==> src/core/frt_pkg.sv <==
/*
 holds constants and port bundles for the free running timer core.
 assumes a single cpu clock domain and a byte wide peripheral access port.
*/
package frt_pkg;
    localparam logic [15:0] count_reset_value = 16'hFFFC;
    localparam logic [15:0] count_wrap_value = 16'hFFFF;
    localparam logic [1:0] clk_sel_div2 = 2'h0;
    localparam logic [1:0] clk_sel_div4 = 2'h1;
    localparam logic [1:0] clk_sel_div8 = 2'h2;
    localparam logic [1:0] clk_sel_ext = 2'h3;
    localparam int prescale_width = 3;
    localparam logic [2:0] presc_reset_value = 3'h0;
    localparam int status_wrap_bit = 5;
    localparam logic [7:0] status_reserved = 8'h00;

    typedef enum logic [2:0] {
        sel_none,
        sel_count_high,
        sel_count_low,
        sel_alt_high,
        sel_alt_low,
        sel_status
    } reg_sel_t;

    typedef struct packed {
        logic rd;
        logic wr;
        reg_sel_t sel;
    } access_t;

    typedef struct packed {
        logic [1:0] clk_select_field;
        logic ext_clk_edge_select;
        logic wrap_irq_enable;
    } timer_cfg_t;
endpackage

==> src/core/free_running_timer_counter.sv <==
/*
 free running timer counting core: prescaler, external clock, two count views,
 low byte buffer, wrap flag with two step clear, interrupt request.
 assumes the cpu drives one access per cycle as a one cycle strobe and that
 rdata is sampled the cycle after the strobe.
*/
`timescale 1ns/10ps
`default_nettype none
module free_running_timer_counter #(
    parameter bit ext_pin_bonded = 1'b1
) (
    input wire logic clk,
    input wire logic rst,
    input wire frt_pkg::access_t access,
    input wire frt_pkg::timer_cfg_t cfg,
    input wire logic cpu_irq_mask,
    input wire logic halt_mode,
    input wire logic ext_timer_clock_pin,
    output logic [7:0] rdata,
    output logic [15:0] count_value,
    output logic wrap_flag,
    output logic timer_tick,
    output logic wrap_irq
);
    import frt_pkg::*;

    // ----------------------------------------
    // view decoding
    // ----------------------------------------
    function automatic logic is_low_view(input reg_sel_t sel);
        return sel == sel_count_low || sel == sel_alt_low;
    endfunction

    function automatic logic is_high_view(input reg_sel_t sel);
        return sel == sel_count_high || sel == sel_alt_high;
    endfunction

    function automatic logic [2:0] divide_mask(input logic [1:0] field);
        logic [2:0] mask;
        mask = 3'h7;
        if (field == clk_sel_div2)
            mask = 3'h1;
        else if (field == clk_sel_div4)
            mask = 3'h3;
        return mask;
    endfunction

    // ----------------------------------------
    // external clock synchroniser
    // ----------------------------------------
    logic pin_in;
    logic sync_a;
    logic sync_b;
    logic sync_prev;

    assign pin_in = ext_pin_bonded ? ext_timer_clock_pin : 1'b1;

    always_ff @(posedge clk)
    begin
        if (rst)
            sync_a <= 1'b1;
        else
            sync_a <= pin_in;
    end

    always_ff @(posedge clk)
    begin
        if (rst)
            sync_b <= 1'b1;
        else
            sync_b <= sync_a;
    end

    always_ff @(posedge clk)
    begin
        if (rst)
            sync_prev <= 1'b1;
        else
            sync_prev <= sync_b;
    end

    // ----------------------------------------
    // external edge detection
    // ----------------------------------------
    logic rise_seen;
    logic fall_seen;
    logic ext_tick;

    assign rise_seen = sync_b && !sync_prev;
    assign fall_seen = !sync_b && sync_prev;
    assign ext_tick = cfg.ext_clk_edge_select ? rise_seen : fall_seen;

    // ----------------------------------------
    // prescaler
    // ----------------------------------------
    logic running;
    logic [2:0] presc;
    logic [2:0] next_presc;
    logic [2:0] presc_mask;
    logic int_tick;

    assign running = !halt_mode;
    assign next_presc = presc + 3'h1;
    assign presc_mask = divide_mask(cfg.clk_select_field);
    assign int_tick = (next_presc & presc_mask) == 3'h0;

    always_ff @(posedge clk)
    begin
        if (rst)
            presc <= presc_reset_value;
        else if (running)
            presc <= next_presc;
    end

    // ----------------------------------------
    // tick selection
    // ----------------------------------------
    logic use_ext;

    assign use_ext = cfg.clk_select_field == clk_sel_ext;
    assign timer_tick = running && (use_ext ? ext_tick : int_tick);

    // ----------------------------------------
    // access decode
    // ----------------------------------------
    logic main_low_access;
    logic low_write;
    logic high_read;
    logic low_read;
    logic status_read;

    assign main_low_access = (access.rd || access.wr) && access.sel == sel_count_low;
    assign low_write = access.wr && is_low_view(access.sel);
    assign high_read = access.rd && is_high_view(access.sel);
    assign low_read = access.rd && is_low_view(access.sel);
    assign status_read = access.rd && access.sel == sel_status;

    // ----------------------------------------
    // wrap detection
    // ----------------------------------------
    logic at_wrap;
    logic wrap_event;

    assign at_wrap = count_value == count_wrap_value;
    assign wrap_event = timer_tick && at_wrap && !low_write;

    // ----------------------------------------
    // counter
    // ----------------------------------------
    logic [15:0] next_count;

    assign next_count = low_write ? count_reset_value :
                        timer_tick ? count_value + 16'h0001 :
                        count_value;

    always_ff @(posedge clk)
    begin
        if (rst)
            count_value <= count_reset_value;
        else
            count_value <= next_count;
    end

    // ----------------------------------------
    // two byte read sequence
    // ----------------------------------------
    typedef enum {
        seq_live,
        seq_held
    } read_seq_t;

    read_seq_t seq;
    read_seq_t next_seq;
    logic capture_low;

    assign capture_low = high_read && seq == seq_live;

    always_comb
    begin
        next_seq = seq;
        unique case (seq)
            seq_live:
            begin
                if (high_read)
                    next_seq = seq_held;
            end
            seq_held:
            begin
                if (low_read)
                    next_seq = seq_live;
            end
        endcase
    end

    always_ff @(posedge clk)
    begin
        if (rst)
            seq <= seq_live;
        else
            seq <= next_seq;
    end

    // ----------------------------------------
    // low byte buffer
    // ----------------------------------------
    logic [7:0] low_buffer;

    always_ff @(posedge clk)
    begin
        if (rst)
            low_buffer <= 8'h00;
        else if (capture_low)
            low_buffer <= count_value[7:0];
    end

    // ----------------------------------------
    // clear sequence
    // ----------------------------------------
    typedef enum {
        clr_idle,
        clr_armed
    } clear_seq_t;

    clear_seq_t clr_state;
    clear_seq_t next_clr_state;
    logic arm_clear;
    logic drop_clear;
    logic clear_now;

    assign arm_clear = status_read && wrap_flag;
    assign drop_clear = main_low_access || !wrap_flag;
    assign clear_now = clr_state == clr_armed && main_low_access;

    always_comb
    begin
        next_clr_state = clr_state;
        unique case (clr_state)
            clr_idle:
            begin
                if (arm_clear)
                    next_clr_state = clr_armed;
            end
            clr_armed:
            begin
                if (!arm_clear && drop_clear)
                    next_clr_state = clr_idle;
            end
        endcase
    end

    always_ff @(posedge clk)
    begin
        if (rst)
            clr_state <= clr_idle;
        else
            clr_state <= next_clr_state;
    end

    // ----------------------------------------
    // wrap flag
    // ----------------------------------------
    logic next_wrap_flag;

    assign next_wrap_flag = wrap_event ? 1'b1 :
                            clear_now ? 1'b0 :
                            wrap_flag;

    always_ff @(posedge clk)
    begin
        if (rst)
            wrap_flag <= 1'b0;
        else
            wrap_flag <= next_wrap_flag;
    end

    // ----------------------------------------
    // interrupt request
    // ----------------------------------------
    assign wrap_irq = wrap_flag && cfg.wrap_irq_enable && !cpu_irq_mask;

    // ----------------------------------------
    // status byte
    // ----------------------------------------
    logic [7:0] status_byte;

    assign status_byte = status_reserved | (8'(wrap_flag) << status_wrap_bit);

    // ----------------------------------------
    // read data
    // ----------------------------------------
    logic [7:0] low_byte_view;
    logic [7:0] next_rdata;

    assign low_byte_view = (seq == seq_held) ? low_buffer : count_value[7:0];
    assign next_rdata = is_high_view(access.sel) ? count_value[15:8] :
                        is_low_view(access.sel) ? low_byte_view :
                        (access.sel == sel_status) ? status_byte : 8'h00;

    always_ff @(posedge clk)
    begin
        if (rst)
            rdata <= 8'h00;
        else if (access.rd)
            rdata <= next_rdata;
    end
endmodule
`default_nettype wire

==> config.mk <==
export PLATFORM = sky130hd
export DESIGN_NAME = free_running_timer_counter
export DESIGN_NICKNAME = d
export VERILOG_FILES = /design/src/core/frt_pkg.sv /design/src/core/free_running_timer_counter.sv
export SDC_FILE = /design/constraint.sdc
export NUM_CORES = 1
export LEC_CHECK = 0
export ABC_CLOCK_PERIOD_IN_PS = 5430
export BUFFER_PORTS_ARGS = -buffer_cell sky130_fd_sc_hd__buf_2
export CELL_PAD_IN_SITES_DETAIL_PLACEMENT = 2
export CELL_PAD_IN_SITES_GLOBAL_PLACEMENT = 2
export CORE_ASPECT_RATIO = 0.7
export CORE_MARGIN = 2
export CORE_UTILIZATION = 34
export DETAILED_ROUTE_END_ITERATION = 8
export GPL_TIMING_DRIVEN = 0
export PLACE_DENSITY = 0.85
export SLEW_MARGIN = 10
export SYNTH_ARGS = -nofsm -noshare
export SYNTH_HDL_FRONTEND = slang
export SYNTH_SLANG_ARGS = --single-unit
==> constraint.sdc <==
create_clock -name clk -period 5.43 [get_ports clk]
set_input_delay 0.8145 -clock clk [delete_from_list [all_inputs] [get_ports clk]]
set_output_delay 0.8145 -clock clk [all_outputs]
set_load 0.01 [all_outputs]
==> results by group, run 1 <==
Floorplanning
  – Core Region: 5370 sq um
  – Full die area: 6320 sq um
  – Io pins: 41
  – Chip width: 94.2 microns
  – Site Rows: 22
  – Initial Util: 36.1%
  – Die H: 67.1 microns

Clock tree
  – CTS Sinks: 41
  – Worst-Skew Late Latency: 0.30 ns
  – PostCTS Resize Cnt: 0
  – Clock buffer count from CTS: 5
  – TritonCTS clock tree: built
  – Clk slew on worst S/H paths: 0.08 ns
  – Hold buffers post-CTS: 0
  – Post-CTS Setup Inserts: 0
  – H-tree levels: 2
  – Root buffer cell: clkbuf_8
  – CTS max path bufs: 2

Global routing
  – Largest net degree at the start of global routing: 13
  – Initial antenna violation count: 0
  – Tot GR Track Use: 21.9%
  – First-pass GRT wire length: 10,400 microns
  – Vias in the first global route: 1,971
  – Total grt overflow: 0

Yosys
  – YS warnings: 0
  – Number of synthesized flops with an enable pin: 0
  – Seq/Total Area, Yosys: 42.4%
  – Netlist cell types: 39
  – Synth Register Bits: 41
  – Synthesized cell area: 1940 sq um
  – FFs w/ async S/R, synth: 0%
  – Mean Syn Cell Area: 8.49 sq um
  – Syn nets: 244
  – Gate Count Post-Synth: 228
  – Prevailing post-synth register cell: dfxtp_1

Critical path
  – Critical Path Start Type: input port
  – FF-to-FF path depth: 5
  – Flop2flop setup slack: 3.03 ns
  – Worst R2R Start: sync_b
  – Crit Path Category: input port to output port
  – CP endpoint kind: output port
  – Crit-path max FO: 10
  – WP data required: 4.62 ns
  – Reg2reg end: count_value[12]
  – Worst EP arrival: 2.26 ns

Timing
  – Hold Fails Final Rpt: 0
  – Final min period: 3.07 ns
  – Max-slew violations: 0
  – Final WS setup: 2.36 ns
  – Worst-margin pin slew: 0.873 ns
  – Clock Skew: 0.00535 ns
  – Tcrit/Tclk final: 56.5%
  – Hold slack: 0.423 ns
  – F_max: 0.326 GHz
  – Max_slew headroom: 41.4%
  – Unrepaired setup endpoints after global routing: no
  – TNS Setup: 0 ns
  – Final setup vio count: 0

Worst hold path
  – Hold endpoint: sync_b
  – Hold path depth: 1
  – Hold Path Origin: sync_a
  – Worst hold path type: flip-flop to flip-flop

Route
  – Initial DRC Count: 55
  – DRT Wirelength: 6380 microns
  – Met2 wire length: 2960 microns
  – Initial DRT Pass Iterations: 4
  – DRC Markers: 0
  – Routed Antenna Nets: 0
  – Drt wl/cell: 18.4 microns
  – Uppermost layer routed: met4
  – Vias: 1,916
  – Met3 Wirelength: 243 microns
  – Met1 wire length: 3120 microns
  – Via-to-Cell Ratio: 5.52

Pwr
  – Worst ir drop on vdd: 121 uV
  – P per Cell Area: 281 nW/um^2
  – Static Leakage: 0.927 nW
  – Final Power: 0.657 mW

Finish
  – Final-layout fill cell count: 629
  – Share of cells above drive strength 1: 19.3%
  – Nets: 290
  – Antenna Cells: 0
  – Layout Area Growth over Synthesis: 20.7%

Run
  – Max-Cap Viols: 0

Outcome
  – Status: finished clean

Placement
  – GPL Wtd Cong: 0.850
  – Buffers on Ports: 39
  – Place WS: 2.36 ns
  – Detailed Place HPWL: 4730 microns
[cell type report]
type / count / area (sq um) / area share (%)
plain buffers: 12 / 52.6 / 2.25
clock buffers: 7 / 86.3 / 3.69
clock inverters: 1 / 30.0 / 1.28
inverters: 4 / 15.0 / 0.642
multi-input cells: 171 / 1050 / 44.8
flip-flops and latches: 41 / 821 / 35.1
well taps: 72 / 90.1 / 3.85
repair buffers: 39 / 195 / 8.35
[cells in the mapped netlist, types with 2 or more instances]
| cell | count | area (sq um) |
|---|---|---|
| nand3b_1 | 5 | 37.5 |
| and3_1 | 2 | 12.5 |
| nand4_1 | 3 | 18.8 |
| inv_1 | 3 | 11.3 |
| nor2_1 | 18 | 67.6 |
| clkbuf_1 | 11 | 41.3 |
| xnor2_1 | 7 | 61.3 |
| o211ai_1 | 8 | 60.1 |
| nand2_1 | 36 | 135 |
| and4_1 | 5 | 43.8 |
| nor2b_1 | 2 | 12.5 |
| and2_1 | 2 | 12.5 |
| or4_1 | 3 | 22.5 |
| o31ai_1 | 3 | 22.5 |
| mux2i_1 | 10 | 100 |
| dfxtp_1 | 41 | 821 |
| a21oi_1 | 14 | 70.1 |
| nand3_1 | 8 | 40.0 |
| xor2_1 | 2 | 17.5 |
| ha_1 | 2 | 25.0 |
| a31oi_1 | 4 | 25.0 |
| or2_2 | 4 | 25.0 |
| a41o_1 | 2 | 20.0 |
| a211oi_1 | 4 | 30.0 |
| o21ai_0 | 15 | 75.1 |
[power breakdown]
part | internal, mW | switching (mW) | total (mW)
clock network | 0.150 | 0.110 | 0.260
logic | 0.0289 | 0.0487 | 0.0776
registers | 0.311 | 0.00785 | 0.319
total | 0.490 | 0.167 | 0.657
[layer usage]
layer  global-route usage (%)  vias to the layer above
li1                         -                      913
met2                     36.9                       40
met1                     29.5                      957
met5                        0                        -
met4                     4.89                        0
met3                     4.07                        6
[sequential cells by signal, summed over array words and instances (netlist names)]
signal	count
clr_state	1
wrap_flag	1
sync_prev	1
rdata	8
presc	3
count_value	16
low_buffer	8
seq	1
sync_b	1
sync_a	1
[cells in the final DEF, fill, tap and decap left out, types with 3 or more instances in the layout]
cell type | Yosys | routed
and4_1 | 5 | 5
nor2_1 | 18 | 18
clkbuf_1 | 11 | 12
nand3_1 | 8 | 8
inv_1 | 3 | 3
clkbuf_8 | 0 | 6
nand3b_1 | 5 | 5
a211oi_1 | 4 | 4
xnor2_1 | 7 | 7
or4_1 | 3 | 3
nand4_1 | 3 | 3
nand2_1 | 36 | 36
o21ai_0 | 15 | 15
dfxtp_1 | 41 | 41
a21oi_1 | 14 | 14
o211ai_1 | 8 | 8
or2_2 | 4 | 4
buf_2 | 0 | 39
o31ai_1 | 3 | 3
a31oi_1 | 4 | 4
mux2i_1 | 10 | 10
[cells by family (layout without fill, tap and decap cells)]
| family | after synthesis | in the layout | share of synthesized area, % |
|---|---|---|---|
| AND/OR/NAND/NOR | 94 | 94 | 24.4 |
| AO/OA/AOI/OAI | 56 | 56 | 19.1 |
| flip-flops | 41 | 41 | 42.4 |
| buffers and inverters | 16 | 63 | 3.49 |
| multiplexers | 10 | 10 | 5.17 |
| XOR/XNOR | 9 | 9 | 4.07 |
| adder cells (fa/ha/maj) | 2 | 2 | 1.29 |
[critical path, cell delays in order]
cell	delay (ns)
buf_2	0.10
or3b_1	0.39
a41o_1	0.33
a21o_1	0.19
buf_6	0.14
clkinv_1	0.13
buf_2	0.16
[through the flow]
step	utilization (%)	cell area (sq um)	cells
3_3_place_gp	41.4	2220	339
4_1_cts	43.5	2340	347
5_1_grt	43.5	2340	347
3_5_place_dp	41.4	2220	339
2_1_floorplan	-	1940	228
6_report	43.5	2340	347
[worst max-delay path by stage]
stage | slack (ns) | from | end | depth (start not counted)
floorplan | 2.76 | cfg[1] | timer_tick | 5
finish | 2.36 | cfg[1] | timer_tick | 7
detailed placement | 2.36 | cfg[1] | timer_tick | 7
global placement | 2.39 | cfg[1] | timer_tick | 7
CTS | 2.35 | cfg[1] | timer_tick | 7
global route | 2.29 | cfg[1] | timer_tick | 7
(Power assumes the default switching activity.)
==> run 2, diff against run 1 <==
Settings changed: ABC_CLOCK_PERIOD_IN_PS 5430 to 2500, CORE_UTILIZATION 34 to 28, PLACE_DENSITY 0.85 to 0.75.
Clock period 5.43 ns to 2.5 ns, I/O delays scaled along.
==> run 2 against run 1 <==
  * Register-to-register slack worse by 2.7 ns
  * First-iteration DRC count fell by 15%
  * Sequential share of layout area is 0.86 points lower
  * Wire length up 0.85%
  * Critical path depth is the same
  * Non-clock buffer count up 1
==> results by group, run 2 (synthesis gave the netlist of run 1 again) <==
Floorplanning
  – Full die area: 7600 sq um
  – Core Region: 6730 sq um
  – Die H: 73.6 microns
  – Initial Util: 28.8%
  – Io pins: 41
  – Chip width: 103 microns
  – Site Rows: 25

Global routing
  – Tot GR Track Use: 18.1%
  – Total grt overflow: 0
  – Vias in the first global route: 1,962
  – Initial antenna violation count: 0
  – First-pass GRT wire length: 10,300 microns
  – Largest net degree at the start of global routing: 14

Timing
  – Hold Fails Final Rpt: 0
  – Final min period: 2.39 ns
  – Final WS setup: 0.110 ns
  – Tcrit/Tclk final: 95.6%
  – Max_slew headroom: 52.2%
  – Unrepaired setup endpoints after global routing: no
  – Hold slack: 0.257 ns
  – Clock Skew: 0.00474 ns
  – Worst-margin pin slew: 0.717 ns
  – Max-slew violations: 0
  – TNS Setup: 0 ns
  – Final setup vio count: 0
  – F_max: 0.418 GHz

Placement
  – Place WS: 0.0959 ns
  – Cell Area, Placed: 2250 sq um
  – Buffers on Ports: 39
  – Detailed Place HPWL: 4650 microns
  – GPL Wtd Cong: 0.731

Route
  – Via-to-Cell Ratio: 5.10
  – Vias: 1,886
  – DRC Markers: 0
  – Initial DRT Pass Iterations: 4
  – Drt wl/cell: 17.4 microns
  – DRT Wirelength: 6430 microns
  – Routed Antenna Nets: 0
  – Initial DRC Count: 47

Clock tree
  – TritonCTS clock tree: built
  – H-tree levels: 2
  – Clk slew on worst S/H paths: 0.08 ns
  – Hold buffers post-CTS: 0
  – CTS max path bufs: 2
  – Worst-Skew Late Latency: 0.30 ns
  – CTS Sinks: 41
  – Root buffer cell: clkbuf_8
  – Clock buffer count from CTS: 5

Pwr
  – Static Leakage: 0.939 nW
  – Sequential power share: 45.8%
  – Internal Pwr Total: 1.14 mW
  – Clk pwr share: 43.0%
  – P per Cell Area: 630 nW/um^2
  – Psw: 0.374 mW
  – Switching Fraction: 24.7%
  – Worst ir drop on vdd: 233 uV
  – Comb power frac: 11.2%

Finish
  – Fin area: 2400 sq um
  – Max reg flops: 16
  – Most flops, register: count_value
  – Final-layout fill cell count: 805
  – Most used cells in the layout excluding fill and tap cells: dfxtp_1 (40), buf_2 (39), nand2_1 (36), nor2_1 (18), o21ai_0 (15)
  – Footprint of the multi-input gates: 1050 sq um
  – Most common cell after layout, fill and taps aside: dfxtp_1
  – Register area: 822 sq um
  – Biggest regs: count_value: 16 flops, low_buffer: 8 flops, rdata: 8 flops
  – Antenna Cells: 0
  – Share of cells above drive strength 1: 21.0%
  – Layout Area Growth over Synthesis: 24.0%
  – Nets: 291

Critical path
  – Cell Chain, Critical Path: ha_1 > xnor2_1 > o311ai_4 > a21o_1 > buf_6 > clkinvlp_4 > buf_2
  – Crit path max-delay family: buffers and inverters
  – CP peak stage delay: 0.35 ns
  – Slowest stage cell, crit path: dfxtp_2
  – WP data required: 2.12 ns
  – Crit-path max FO: 10
  – Crit Path Category: flip-flop to output port
  – Worst path bufs/invs: 3
  – CP endpoint kind: output port
  – Worst EP arrival: 2.01 ns
  – Critical Path Start Type: flip-flop

Worst hold path
  – Worst hold path type: input port to flip-flop

Outcome
  – Status: finished clean

Run
  – Max-Cap Viols: 0
==> run 2: final timing paths <==
kind | from | to | slack, ns | cells past startpoint
worst max-delay path | presc[0] | timer_tick | 0.11 | 7
worst min-delay path | ext_timer_clock_pin | sync_a | 0.26 | 2
worst max register to register | presc[0] | count_value[14] | 0.33 | 7
worst min register to register | sync_a | sync_b | 0.43 | 1
==> run 2: timing repair <==
item                                    CTS  global route
cloned                                    0             0
endpoints found under the setup margin    1             4
buffers inserted                          1             0
gates resized for setup                   0             3
pin swaps                                 1             1
==> run 2: cell type report <==
class	instances	area share (%)
multi-input combinational	171	43.8
timing repair buffer	40	8.45
tap	94	4.90
sequential	41	34.3
buffer	12	2.19
clock buffer	5	2.87
clock inverter	3	2.71
inverter	4	0.782
==> run 2: layer usage <==
metal  part of all wire [%]  vias to the layer above  global-route usage (%)
met2                     47                       40                    30.2
li1                       -                      915                       -
met5                      0                        -                       0
met4                    1.1                        0                    4.82
met3                    4.1                        7                    3.43
met1                     48                      924                    24.1
==> run 2: power groups by stage <==
| stage | combinational [mW] | sequential, mW | clock (mW) |
|---|---|---|---|
| 6_report | 0.169 | 0.692 | 0.651 |
| 3_5_place_dp | 0.164 | 0.707 | 0 |
| 4_1_cts | 0.169 | 0.692 | 0.670 |
| 2_1_floorplan | 0.0977 | 0.709 | 0 |
| 5_1_grt | 0.189 | 0.696 | 0.694 |
| 3_3_place_gp | 0.157 | 0.706 | 0 |
==> run 2: worst reg2reg max path, stage by stage, from the launching register on <==
cell and delay [ns]:
dfxtp_2 0.35, ha_1 0.23, xnor2_1 0.27, o311ai_4 0.14
buf_4 0.19, a211oi_2 0.47, and4_1 0.28, o21ai_0 0.09
==> run 2: metrics by stage <==
stage / std cells / total power, mW / utilization (%)
after CTS: 370 / 1.53 / 35.5
after global placement: 361 / 0.863 / 33.4
after detailed placement: 361 / 0.871 / 33.4
final: 370 / 1.51 / 35.7
after global routing: 370 / 1.58 / 35.7
after floorplan: 228 / 0.807 / -
==> run 3, diff against run 2 <==
Settings changed: PLACE_DENSITY 0.75 to 0.78.
==> run 3 against run 2 <==
  * Final cell count is 0.27% lower
  * Via count is 2.0% higher
  * Wire length is 3.3% lower
  * Sequential cell count stayed put
  * First-iteration DRC count is 6.4% higher
  * Highest routed layer unchanged
  * Critical path depth stayed put
  * Register-to-register slack hardly changed
  * Die area stayed put
  * Clock power is 18% lower
==> results by group, run 3 (synthesis gave the netlist of run 1 again) <==
Floorplanning
  – Io pins: 41
  – Die H: 73.6 microns
  – Full die area: 7600 sq um
  – Core Region: 6730 sq um
  – Site Rows: 25
  – Chip width: 103 microns
  – Initial Util: 28.8%

Clock tree
  – TritonCTS clock tree: built
  – Clk slew on worst S/H paths: 0.08 ns
  – Worst-Skew Late Latency: 0.30 ns
  – Hold buffers post-CTS: 0
  – CTS max path bufs: 2
  – H-tree levels: 2
  – Root buffer cell: clkbuf_8
  – CTS Sinks: 41
  – Clock buffer count from CTS: 5

Worst hold path
  – Hold path depth: 2
  – Worst hold path type: input port to flip-flop

Timing
  – Max_slew headroom: 52.7%
  – Final min period: 2.35 ns
  – Unrepaired setup endpoints after global routing: no
  – Hold Fails Final Rpt: 0
  – TNS Setup: 0 ns
  – Final setup vio count: 0
  – Tcrit/Tclk final: 93.9%
  – Worst-margin pin slew: 0.710 ns
  – Clock Skew: 0.0102 ns
  – Max-slew violations: 0
  – F_max: 0.426 GHz

Pwr
  – Comb power frac: 12.2%
  – Internal Pwr Total: 1.03 mW
  – Worst ir drop on vdd: 217 uV
  – Clk pwr share: 38.1%
  – Static Leakage: 0.931 nW
  – P per Cell Area: 589 nW/um^2
  – Sequential power share: 49.7%
  – Psw: 0.363 mW
  – Switching Fraction: 26.1%

Finish
  – Layout Area Growth over Synthesis: 22.3%
  – Most common cell after layout, fill and taps aside: dfxtp_1
  – Most flops, register: count_value
  – Antenna Cells: 0
  – Share of cells above drive strength 1: 20.4%
  – Fin area: 2370 sq um
  – Nets: 291
  – Biggest regs: count_value: 16 flops, low_buffer: 8 flops, rdata: 8 flops
  – Most used cells in the layout excluding fill and tap cells: dfxtp_1 (41), buf_2 (39), nand2_1 (36), nor2_1 (18), o21ai_0 (15)
  – Max reg flops: 16

Placement
  – GPL Wtd Cong: 0.738
  – Detailed Place HPWL: 4760 microns
  – Buffers on Ports: 39
  – Cell Area, Placed: 2250 sq um

Critical path
  – Critical Path Start Type: flip-flop
  – Slowest stage cell, crit path: dfxtp_1
  – Cell Chain, Critical Path: ha_1 > xnor2_1 > o311ai_4 > a21o_1 > buf_6 > clkinv_2 > buf_2
  – CP endpoint kind: output port
  – WP data required: 2.12 ns
  – Crit Path Category: flip-flop to output port
  – Worst EP arrival: 1.97 ns
  – FF-to-FF path depth: 6
  – CP peak stage delay: 0.37 ns
  – Crit-path max FO: 10

Global routing
  – Vias in the first global route: 1,924
  – Total grt overflow: 0
  – Tot GR Track Use: 17.5%
  – Largest net degree at the start of global routing: 13
  – Initial antenna violation count: 0
  – First-pass GRT wire length: 9970 microns

Route
  – Initial DRT Pass Iterations: 4
  – Drt wl/cell: 16.9 microns
  – Initial DRC Count: 50
  – Vias: 1,924
  – Routed Antenna Nets: 0
  – DRC Markers: 0
  – DRT Wirelength: 6220 microns
  – Via-to-Cell Ratio: 5.21

Outcome
  – Status: finished clean

Run
  – Max-Cap Viols: 0
[run 3: cell count changes in the layout (fill, tap and decap cells not counted)]
cell / delta
clkinvlp_4: -1
dfxtp_1: +1
bufinv_16: -1
dfxtp_2: -1
clkinv_2: +1
a2111oi_0: -1
a2111oi_1: +1
[run 3: layout make-up]
cell class / count / area, sq um
buffer: 12 / 52.6
clock buffer: 5 / 68.8
clock inverter: 2 / 35.0
fill: 814 / 4360
inverter: 4 / 16.3
multi-input combinational: 171 / 1050
sequential: 41 / 821
tap: 94 / 118
timing repair buffer: 40 / 203
[run 3: path summary, 6_finish.rpt]
kind | endpoint | start | slack [ns]
max reg2reg | count_value[11] | count_value[3] | 0.32
min reg2reg | sync_b | sync_a | 0.42
max | timer_tick | presc[0] | 0.15
min | sync_a | ext_timer_clock_pin | 0.26
[run 3: worst max-delay path, delay by kind of cell, from the launching register on]
family                   cells  cell delay, ns
AO/OA/AOI/OAI                2            0.49
flip-flops                   1            0.37
XOR/XNOR                     1            0.16
adder cells (fa/ha/maj)      1            0.24
buffers and inverters        3            0.41
[run 3: repair_timing]
item                       4_1_cts  5_1_grt
resized for setup                1        2
buffers inserted                 1        0
pin swaps                        1        0
setup endpoints to repair        1        4
[run 3: routing by layer]
| metal | wire, microns | GRT usage [%] |
|---|---|---|
| met1 | 3070 | 23.6 |
| met2 | 2800 | 28.5 |
| met3 | 273 | 3.43 |
| met4 | 74 | 5.26 |
| met5 | 0 | 0 |
[run 3: power groups by stage]
stage          Combinational (mW)  Clock (mW)  Sequential [mW]
6_report                    0.170       0.532            0.693
5_1_grt                     0.191       0.570            0.696
4_1_cts                     0.172       0.543            0.693
3_5_place_dp                0.167           0            0.708
3_3_place_gp                0.159           0            0.707
2_1_floorplan              0.0977           0            0.709
[run 3: through the flow]
step	power [mW]	util (%)	worst slack [ns]	std cells	hold WS [ns]
floorplan	0.807	-	0.585	228	0.389
global placement	0.866	33.4	0.208	361	0.391
detailed placement	0.875	33.4	0.101	361	0.402
CTS	1.41	35.1	0.0883	369	0.255
global route	1.46	35.2	0.0105	369	0.261
finish	1.40	35.2	0.152	369	0.261
